$ cat src/shared/pdf_pkg.sv
// Constants and types shared by the position-done and fly-move block
package pdf_pkg;

    // Register byte addresses on the plain register port
    localparam logic [7:0] ADDR_UNIT_SEL   = 8'h00;
    localparam logic [7:0] ADDR_DONE_COND  = 8'h04;
    localparam logic [7:0] ADDR_DONE_THR   = 8'h08;
    localparam logic [7:0] ADDR_NEAR_THR   = 8'h0c;
    localparam logic [7:0] ADDR_TIME_THR   = 8'h10;
    localparam logic [7:0] ADDR_HOLD_TIME  = 8'h14;
    localparam logic [7:0] ADDR_FLY_EN     = 8'h18;
    localparam logic [7:0] ADDR_FLY_DISP   = 8'h1c;
    localparam logic [7:0] ADDR_FLY_SPEED  = 8'h20;
    localparam logic [7:0] ADDR_FLY_UNLOCK = 8'h24;
    localparam logic [7:0] ADDR_EDGE_LOGIC = 8'h28;
    localparam logic [7:0] ADDR_REF_COUNT  = 8'h2c;
    localparam logic [7:0] ADDR_STATUS     = 8'h30;

    // Reset values
    localparam logic        RST_UNIT_SEL   = 1'b0;
    localparam logic [1:0]  RST_DONE_COND  = 2'h0;
    localparam logic [15:0] RST_DONE_THR   = 16'h02de;
    localparam logic [15:0] RST_NEAR_THR   = 16'hffff;
    localparam logic [15:0] RST_TIME_THR   = 16'h0000;
    localparam logic [15:0] RST_HOLD_TIME  = 16'h0000;
    localparam logic        RST_FLY_EN     = 1'b0;
    localparam logic [31:0] RST_FLY_DISP   = 32'h0000_2710;
    localparam logic [15:0] RST_FLY_SPEED  = 16'h00c8;
    localparam logic        RST_FLY_UNLOCK = 1'b1;
    localparam logic [2:0]  RST_EDGE_LOGIC = 3'h0;

    // Setting limits
    localparam logic [15:0] THR_MIN        = 16'h0001;
    localparam logic [15:0] TIME_MAX_MS    = 16'h7530;
    localparam logic [15:0] MIN_SPEED_RPM  = 16'h000a;

    // Output condition codes
    localparam logic [1:0]  COND_PLAIN     = 2'h0;
    localparam logic [1:0]  COND_FILTERED  = 2'h1;
    localparam logic [1:0]  COND_RAW_REF   = 2'h2;
    localparam logic [1:0]  COND_HOLD      = 2'h3;

    // Trigger edge logic codes
    localparam logic [2:0]  EDGE_FALL_A    = 3'h0;
    localparam logic [2:0]  EDGE_RISE_A    = 3'h1;
    localparam logic [2:0]  EDGE_RISE_B    = 3'h2;
    localparam logic [2:0]  EDGE_FALL_B    = 3'h3;
    localparam logic [2:0]  EDGE_BOTH      = 3'h4;

    // Millisecond tick timing
    localparam int unsigned CLK_PERIOD_NS  = 10;
    localparam int unsigned TICK_PERIOD_NS = 1000000;
    localparam int unsigned MS_TICK_CYCLES = TICK_PERIOD_NS / CLK_PERIOD_NS;

    // Fly-move sequencer states
    typedef enum logic [1:0] {
        FLY_IDLE,
        FLY_RUN,
        FLY_LOCK
    } pdf_fly_t;

endpackage

$ cat src/hdl/pdf_top.sv
// Position done/near status and fixed-length fly move for a servo drive
`timescale 1ns/1ps

module pdf_top #(
    parameter int unsigned TICK_CYCLES = pdf_pkg::MS_TICK_CYCLES
) (
    input  wire logic               CLK,
    input  wire logic               RST,
    input  wire logic [7:0]         REG_ADDR,
    input  wire logic [31:0]        REG_WDATA,
    input  wire logic               REG_WR,
    input  wire logic               REG_RD,
    output logic [31:0]             REG_RDATA,
    input  wire logic               SERVO_ON,
    input  wire logic               POS_MODE,
    input  wire logic               HOMING_ACTIVE,
    input  wire logic signed [31:0] CMD_POS_ENC,
    input  wire logic signed [31:0] FB_POS_ENC,
    input  wire logic signed [31:0] CMD_POS_REF,
    input  wire logic signed [31:0] FB_POS_REF,
    input  wire logic signed [15:0] REF_IN_DELTA,
    input  wire logic               REF_FILT_ACTIVE,
    input  wire logic signed [15:0] MOTOR_SPEED,
    input  wire logic               FLY_TRIGGER_IN,
    input  wire logic               FLY_INHIBIT_IN,
    input  wire logic               FLY_UNLOCK_IN,
    input  wire logic signed [15:0] FLY_GEN_DELTA,
    input  wire logic               FLY_GEN_DONE,
    output logic signed [15:0]      REF_OUT_DELTA,
    output logic                    POSITION_DONE_FLAG,
    output logic                    POSITION_NEAR_FLAG,
    output logic                    FLY_MOVE_DONE_FLAG,
    output logic                    FLY_START,
    output logic                    FLY_DIR,
    output logic [31:0]             FLY_DISTANCE,
    output logic [15:0]             FLY_SPEED,
    output logic                    FLY_ACTIVE,
    output logic                    FLY_LOCKED,
    output logic                    MAF_BYPASS
);
    import pdf_pkg::*;

    localparam int DIV_W = $clog2(TICK_CYCLES + 1);
    localparam logic [DIV_W-1:0] DIV_LAST = DIV_W'(TICK_CYCLES - 1);

    typedef struct packed {
        logic               unit_sel;
        logic [1:0]         done_cond;
        logic [15:0]        done_thr;
        logic [15:0]        near_thr;
        logic [15:0]        time_thr;
        logic [15:0]        hold_time;
        logic               fly_en;
        logic [31:0]        fly_disp;
        logic [15:0]        fly_speed;
        logic               fly_unlock;
        logic [2:0]         edge_logic;
        logic [31:0]        ref_count;
        logic [31:0]        rdata;
        logic               trig_s1;
        logic               trig_s2;
        logic               trig_d;
        logic               inh_s1;
        logic               inh_s2;
        logic               unl_s1;
        logic               unl_s2;
        logic [DIV_W-1:0]   div_cnt;
        logic [15:0]        settle_cnt;
        logic [15:0]        hold_cnt;
        logic               hold_latch;
        logic               done_q;
        logic               near_q;
        pdf_fly_t           fly_state;
        logic               fly_done;
        logic               fly_start;
        logic               fly_dir;
        logic [15:0]        fly_run_speed;
        logic signed [15:0] ref_out;
    } pdf_state_t;

    pdf_state_t r_reg;
    pdf_state_t r_next;

    logic               tick;
    logic signed [31:0] dev;
    logic [31:0]        abs_dev;
    logic               active;
    logic               qual;
    logic               raw_done;
    logic               raw_near;
    logic               ready;
    logic               ref_seen;
    logic               rise;
    logic               fall;
    logic               trig_edge;
    logic [15:0]        speed_abs;
    logic               speed_ok;
    logic               accept;
    logic               fly_end;

    // Next-state logic for the whole block
    always_comb begin
        r_next = r_reg;
        r_next.fly_start = 1'b0;

        // Pin synchronisers, first stage read only by the second
        r_next.trig_s1 = FLY_TRIGGER_IN;
        r_next.trig_s2 = r_reg.trig_s1;
        r_next.trig_d  = r_reg.trig_s2;
        r_next.inh_s1  = FLY_INHIBIT_IN;
        r_next.inh_s2  = r_reg.inh_s1;
        r_next.unl_s1  = FLY_UNLOCK_IN;
        r_next.unl_s2  = r_reg.unl_s1;

        tick = (r_reg.div_cnt == DIV_LAST);
        r_next.div_cnt = tick ? '0 : r_reg.div_cnt + 1'b1;

        // Register writes; thresholds held at 1 or more, times capped
        if (REG_WR) begin
            case (REG_ADDR)
                ADDR_UNIT_SEL:   r_next.unit_sel = REG_WDATA[0];
                ADDR_DONE_COND:  r_next.done_cond = REG_WDATA[1:0];
                ADDR_DONE_THR:   r_next.done_thr = (REG_WDATA[15:0] < THR_MIN) ?
                                     THR_MIN : REG_WDATA[15:0];
                ADDR_NEAR_THR:   r_next.near_thr = (REG_WDATA[15:0] < THR_MIN) ?
                                     THR_MIN : REG_WDATA[15:0];
                ADDR_TIME_THR:   r_next.time_thr = (REG_WDATA[15:0] > TIME_MAX_MS) ?
                                     TIME_MAX_MS : REG_WDATA[15:0];
                ADDR_HOLD_TIME:  r_next.hold_time = (REG_WDATA[15:0] > TIME_MAX_MS) ?
                                     TIME_MAX_MS : REG_WDATA[15:0];
                ADDR_FLY_EN:     r_next.fly_en = REG_WDATA[0] & ~HOMING_ACTIVE;
                ADDR_FLY_DISP:   r_next.fly_disp = REG_WDATA;
                ADDR_FLY_SPEED:  r_next.fly_speed = REG_WDATA[15:0];
                ADDR_FLY_UNLOCK: r_next.fly_unlock = REG_WDATA[0];
                ADDR_EDGE_LOGIC: r_next.edge_logic = REG_WDATA[2:0];
                default:         r_next.rdata = r_reg.rdata;
            endcase
        end

        // Read data, one cycle after the strobe; unmapped reads zero
        r_next.rdata = '0;
        if (REG_RD) begin
            case (REG_ADDR)
                ADDR_UNIT_SEL:   r_next.rdata = {31'h0, r_reg.unit_sel};
                ADDR_DONE_COND:  r_next.rdata = {30'h0, r_reg.done_cond};
                ADDR_DONE_THR:   r_next.rdata = {16'h0, r_reg.done_thr};
                ADDR_NEAR_THR:   r_next.rdata = {16'h0, r_reg.near_thr};
                ADDR_TIME_THR:   r_next.rdata = {16'h0, r_reg.time_thr};
                ADDR_HOLD_TIME:  r_next.rdata = {16'h0, r_reg.hold_time};
                ADDR_FLY_EN:     r_next.rdata = {31'h0, r_reg.fly_en};
                ADDR_FLY_DISP:   r_next.rdata = r_reg.fly_disp;
                ADDR_FLY_SPEED:  r_next.rdata = {16'h0, r_reg.fly_speed};
                ADDR_FLY_UNLOCK: r_next.rdata = {31'h0, r_reg.fly_unlock};
                ADDR_EDGE_LOGIC: r_next.rdata = {29'h0, r_reg.edge_logic};
                ADDR_REF_COUNT:  r_next.rdata = r_reg.ref_count;
                ADDR_STATUS:     r_next.rdata = {26'h0, r_reg.hold_latch, r_reg.fly_state,
                                     r_reg.fly_done, r_reg.near_q, r_reg.done_q};
                default:         r_next.rdata = '0;
            endcase
        end

        // unit select picks the deviation source
        // signed difference of command and feedback
        dev     = r_reg.unit_sel ? (CMD_POS_REF - FB_POS_REF) : (CMD_POS_ENC - FB_POS_ENC);
        abs_dev = dev[31] ? 32'(-dev) : 32'(dev);

        active   = SERVO_ON & POS_MODE;
        ref_seen = (REF_IN_DELTA != 16'sh0000);

        // Reference qualification per output condition
        case (r_reg.done_cond)
            COND_PLAIN:    qual = 1'b1;
            COND_FILTERED: qual = ~REF_FILT_ACTIVE;
            COND_RAW_REF:  qual = ~ref_seen;
            COND_HOLD:     qual = ~ref_seen;
            default:       qual = 1'b0;
        endcase

        raw_done = active & qual & (abs_dev < {16'h0, r_reg.done_thr});
        raw_near = active & qual & (abs_dev < {16'h0, r_reg.near_thr});

        // condition must persist for the time threshold
        if (!raw_done) begin
            r_next.settle_cnt = '0;
        end else if (tick && (r_reg.settle_cnt < r_reg.time_thr)) begin
            r_next.settle_cnt = r_reg.settle_cnt + 16'h0001;
        end
        ready = raw_done & (r_reg.settle_cnt >= r_reg.time_thr);

        // holding latch, restarted on each qualified cycle
        if (!active || r_reg.done_cond != COND_HOLD) begin
            r_next.hold_latch = 1'b0;
        end else if (ready) begin
            r_next.hold_latch = 1'b1;
            r_next.hold_cnt   = r_reg.hold_time;
        end else if (r_reg.hold_latch) begin
            if (r_reg.hold_time == 16'h0000) begin
                // zero hold ends on next reference
                if (ref_seen) begin
                    r_next.hold_latch = 1'b0;
                end
            end else if (tick) begin
                r_next.hold_cnt = r_reg.hold_cnt - 16'h0001;
                if (r_reg.hold_cnt <= 16'h0001) begin
                    r_next.hold_latch = 1'b0;
                end
            end
        end

        rise = r_reg.trig_s2 & ~r_reg.trig_d;
        fall = ~r_reg.trig_s2 & r_reg.trig_d;
        case (r_reg.edge_logic)
            EDGE_FALL_A, EDGE_FALL_B: trig_edge = fall;
            EDGE_RISE_A, EDGE_RISE_B: trig_edge = rise;
            EDGE_BOTH:                trig_edge = rise | fall;
            default:                  trig_edge = rise;
        endcase

        speed_abs = MOTOR_SPEED[15] ? 16'(-MOTOR_SPEED) : 16'(MOTOR_SPEED);
        speed_ok  = (r_reg.fly_speed != 16'h0000) | (speed_abs >= MIN_SPEED_RPM);
        // homing and inhibit block the trigger
        accept = trig_edge & r_reg.fly_en & ~HOMING_ACTIVE & active & ~r_reg.inh_s2 &
                 (r_reg.fly_disp != 32'h0) & speed_ok;

        fly_end = 1'b0;
        r_next.ref_out = 16'sh0000;
        case (r_reg.fly_state)
            FLY_IDLE: begin
                if (accept) begin
                    r_next.fly_state     = FLY_RUN;
                    r_next.fly_start     = 1'b1;
                    r_next.fly_dir       = MOTOR_SPEED[15];
                    r_next.fly_run_speed = (r_reg.fly_speed != 16'h0000) ?
                                           r_reg.fly_speed : speed_abs;
                    r_next.fly_done      = 1'b0;
                end else begin
                    r_next.ref_out   = REF_IN_DELTA;
                    r_next.ref_count = r_reg.ref_count + 32'(REF_IN_DELTA);
                    if (ref_seen) begin
                        r_next.fly_done = 1'b0;
                    end
                end
            end
            FLY_RUN: begin
                // only the move reference passes and counts
                r_next.ref_out   = FLY_GEN_DELTA;
                r_next.ref_count = r_reg.ref_count + 32'(FLY_GEN_DELTA);
                if (FLY_GEN_DONE) begin
                    fly_end         = 1'b1;
                    r_next.fly_done = 1'b1;
                    // lock or release per unlock setting
                    r_next.fly_state = r_reg.fly_unlock ? FLY_LOCK : FLY_IDLE;
                end else if (!active) begin
                    r_next.fly_state = FLY_IDLE;
                end
            end
            FLY_LOCK: begin
                if (r_reg.unl_s2) begin
                    r_next.fly_state = FLY_IDLE;
                end
            end
            default: r_next.fly_state = FLY_IDLE;
        endcase

        // outputs gated by servo on, done forced at move end
        r_next.done_q = active & (ready | r_reg.hold_latch | fly_end);
        r_next.near_q = active & (raw_near | r_reg.hold_latch | fly_end);
    end

    // State register
    always_ff @(posedge CLK or posedge RST) begin
        if (RST) begin
            r_reg            <= '0;
            r_reg.unit_sel   <= RST_UNIT_SEL;
            r_reg.done_cond  <= RST_DONE_COND;
            r_reg.done_thr   <= RST_DONE_THR;
            r_reg.near_thr   <= RST_NEAR_THR;
            r_reg.time_thr   <= RST_TIME_THR;
            r_reg.hold_time  <= RST_HOLD_TIME;
            r_reg.fly_en     <= RST_FLY_EN;
            r_reg.fly_disp   <= RST_FLY_DISP;
            r_reg.fly_speed  <= RST_FLY_SPEED;
            r_reg.fly_unlock <= RST_FLY_UNLOCK;
            r_reg.edge_logic <= RST_EDGE_LOGIC;
            r_reg.fly_state  <= FLY_IDLE;
        end else begin
            r_reg <= r_next;
        end
    end

    // Outputs straight from the state register
    assign REG_RDATA          = r_reg.rdata;
    assign REF_OUT_DELTA      = r_reg.ref_out;
    assign POSITION_DONE_FLAG = r_reg.done_q;
    assign POSITION_NEAR_FLAG = r_reg.near_q;
    assign FLY_MOVE_DONE_FLAG = r_reg.fly_done;
    assign FLY_START          = r_reg.fly_start;
    assign FLY_DIR            = r_reg.fly_dir;
    assign FLY_DISTANCE       = r_reg.fly_disp;
    assign FLY_SPEED          = r_reg.fly_run_speed;
    assign FLY_ACTIVE         = (r_reg.fly_state == FLY_RUN);
    assign FLY_LOCKED         = (r_reg.fly_state == FLY_LOCK);
    assign MAF_BYPASS         = r_reg.fly_en;
endmodule

$ cat config.mk
export PLATFORM = sky130hd
export DESIGN_NAME = pdf_top
export DESIGN_NICKNAME = d
export VERILOG_FILES = /design/src/shared/pdf_pkg.sv /design/src/hdl/pdf_top.sv
export SDC_FILE = /design/constraint.sdc
export NUM_CORES = 1
export LEC_CHECK = 0
export BUFFER_PORTS_ARGS = -buffer_cell sky130_fd_sc_hd__clkbuf_2
export CELL_PAD_IN_SITES_DETAIL_PLACEMENT = 1
export CELL_PAD_IN_SITES_GLOBAL_PLACEMENT = 1
export CORE_ASPECT_RATIO = 0.8
export CORE_MARGIN = 5
export CORE_UTILIZATION = 44
export CTS_CLUSTER_DIAMETER = 200
export CTS_CLUSTER_SIZE = 40
export DETAILED_ROUTE_END_ITERATION = 10
export GPL_ROUTABILITY_DRIVEN = 0
export HOLD_SLACK_MARGIN = 0.03
export PLACE_DENSITY = 0.88
export SYNTH_ARGS = -nofsm -noshare
export SYNTH_HDL_FRONTEND = slang
export SYNTH_SLANG_ARGS = --single-unit
$ cat constraint.sdc
create_clock -name CLK -period 11.5 [get_ports CLK]
set_input_delay 0.575 -clock CLK [delete_from_list [all_inputs] [get_ports CLK]]
set_output_delay 0.575 -clock CLK [all_outputs]
set_load 0.01 [all_outputs]
==> results_dict.tcl <==
set metrics [dict create \
    met1_usage_pct 35.2 \
    skew_ns 0.0262 \
    ctsHoldBuffers 0 \
    synth_common_cells "dfrtp_1, nand2_1, nor2_1" \
    outcome "complete, no violations" \
    num_vias 20565 \
    async_reset_ff_share_pct 100 \
    tns_ns 0 \
    syn_area_sq_um 21600 \
    clk_pin_slew_ns 0.16 \
    grt_pass1_wl_mm 119 \
    p_leak_nw 10.8 \
    grt.total_usage_pct 26.8 \
    largest_reg_flops 174 \
    use_met2_pct 45.1 \
    grt_max_degree 129 \
    wirelength_mm 75.7 \
    cp_top_family "compound AO/OA/AOI/OAI gates" \
    utilization_pct 48.2 \
    worst-setup-path-type "in -> reg" \
    antenna_found_initial 3 \
    ir_drop_uv 96.7 \
    max_slew_margin_pct 17.9 \
    cts_sinks 280 \
    syn_nets 2855 \
    ant_nets 0 \
    die_x_microns 258 \
    drc_errors 0 \
    die_area_sq_um 53700 \
    routed_via_density 6.28 \
    drt-initial-drc-count 1823 \
    insertion_delay_ns 0.52 \
    syn2layout_area_growth_pct 8.04 \
    synth-seq-cells 280 \
    hold-worst-slack_ns 0.155 \
    fillers 5830 \
    synth_area_leader_cell "dfrtp_1" \
    synthTopCellsByArea "dfrtp_1, ha_1, mux2_2" \
    grt_pass1_vias 21767 \
    synth-seq-area-share_pct 32.6 \
    cp_slowest_cell "and3_1" \
    min_period_ns 7.04 \
    avgSynthCellArea_sq_um 8.74 \
    start_kind "input port" \
    busiest_layer "met2" \
    power_mw 2.96 \
    worstPathArrival_ns 7.48 \
    start_util_pct 44.6 \
    cp-end-kind "register" \
    netlist.area_leader.share_pct 28.7 \
    io_pins 332 \
    pwr_density_cell_nw_per_um2 127 \
    cp_max_fo 39 \
    clock.fmax_mhz 142 \
    numPortBuffers 331 \
    synth_edf_count 0 \
    period_share_pct 61.3 \
    setup_viol 0 \
    drt_first_pass_iters 7 \
    cts_max_level 1 \
    dp_hpwl_mm 58.8 \
    coreArea_sq_um 48500 \
    cts_buffers 10 \
    core.rowCount 72 \
    stdcell_count 3276 \
    worstMarginPinSlew_ns 1.22 \
    required_ns 11.93 \
    postCtsSetupRepairBufs 0 \
    grt-ovfl-total 0 \
    slowest_delay_ns 0.80 \
    cp_num_buf_inv 3 \
    max_cap_viol_count 0 \
    dpl.cell_count 3259 \
    cts_root_buf "clkbuf_16" \
    cts_tree "yes" \
    hold_class "in -> reg" \
    synth_ff_type "dfrtp_1" \
    cts-resized-gates 0 \
    nNetsFinal 3021 \
    avgRoutedWirePerCell_microns 23.1 \
    r2r_slack_ns 5.83 \
    met3_usage_pct 4.88 \
    netlist_instances 2476 \
    yosysUniqueCellTypes 107 \
    die_h_microns 208 \
    drive_gt1_share_pct 21.3 \
    clockBufferDepth 3 \
    synth.most_common_cell "dfrtp_1" \
    rsz0062_at_grt "false" \
    ys_warn_count 0 \
    hold_viol 0 \
    drv_slew 0 \
]
-- cell families (layout without fill, tap and decap cells) --
kind of cell	after synthesis	after routing	synth area share [%]
AND/OR/NAND/NOR	816	816	19.0
AO/OA/AOI/OAI	626	626	19.9
buffers and inverters	354	524	8.10
flip-flops	280	280	32.6
adder cells (fa/ha/maj)	151	151	8.84
multiplexers	136	136	6.95
XOR/XNOR	113	113	4.57
other	0	1	0
-- cells in the final DEF, fill, tap and decap left out, types with 19 or more instances in the layout --
master    count
nor2_1      173
a21o_1       39
nor4_1       46
and3_1       37
mux2i_1      22
clkbuf_2    331
nand4_1      44
inv_1       156
o21ai_0     158
nor2b_1      30
o211ai_1     26
a21oi_1     107
dfrtp_1     247
a22o_1       19
dfstp_2      32
a31oi_1      40
nor3_1       50
mux2_2      112
a22oi_1      51
xor2_1       63
or3_1        23
xnor2_1      50
nand2b_1     28
nand3_1      73
nand2_1     224
ha_1        148
-- routing by layer --
metal	share of wire (%)	vias up
met5	0.040	-
met4	3.7	4
met3	7.1	193
met2	48	855
met1	42	10306
li1	-	9207
-- stage by stage --
step	instance area (sq um)	setup slack, ns
final	23400	4.46
after global routing	23400	3.94
after CTS	23400	4.66
after detailed placement	23100	4.10
after global placement	23100	4.68
after floorplan	21600	3.26
-- power breakdown --
part / switching (mW) / internal (mW) / leakage [nW]
Sequential: 0.101 / 1.09 / 3.62
Combinational: 0.745 / 0.517 / 7.01
Clock: 0.321 / 0.180 / 0.141
Total: 1.17 / 1.79 / 10.8
-- worst paths after layout --
check	cells after the start	startpoint	endpoint
worst max-delay path	30	FB_POS_REF[16]	r_reg[46]$_DFFE_PP0P_
worst min-delay path	1	FLY_UNLOCK_IN	r_next[89]$_DFF_PP0_
worst max register to register	24	r_reg[279]$_DFFE_PP0P_	r_reg[46]$_DFFE_PP0P_
worst min register to register	0	r_next[91]$_DFF_PP0_	r_reg[91]$_DFF_PP0_
max in group asynchronous	3	RST	r_reg[279]$_DFFE_PP0P_
min in group asynchronous	2	RST	r_reg[89]$_DFF_PP0_
-- area by class of cell --
cell class / instances / area, sq um / area share [%]
clock buffer: 16 / 294 / 1.26
timing repair buffer: 348 / 1780 / 7.63
inverter: 160 / 608 / 2.60
tap: 629 / 787 / 3.37
antenna: 1 / 2.50 / 0.0107
multi-input combinational: 1842 / 12900 / 55.0
sequential: 280 / 7050 / 30.2
(Power assumes the default switching activity.)
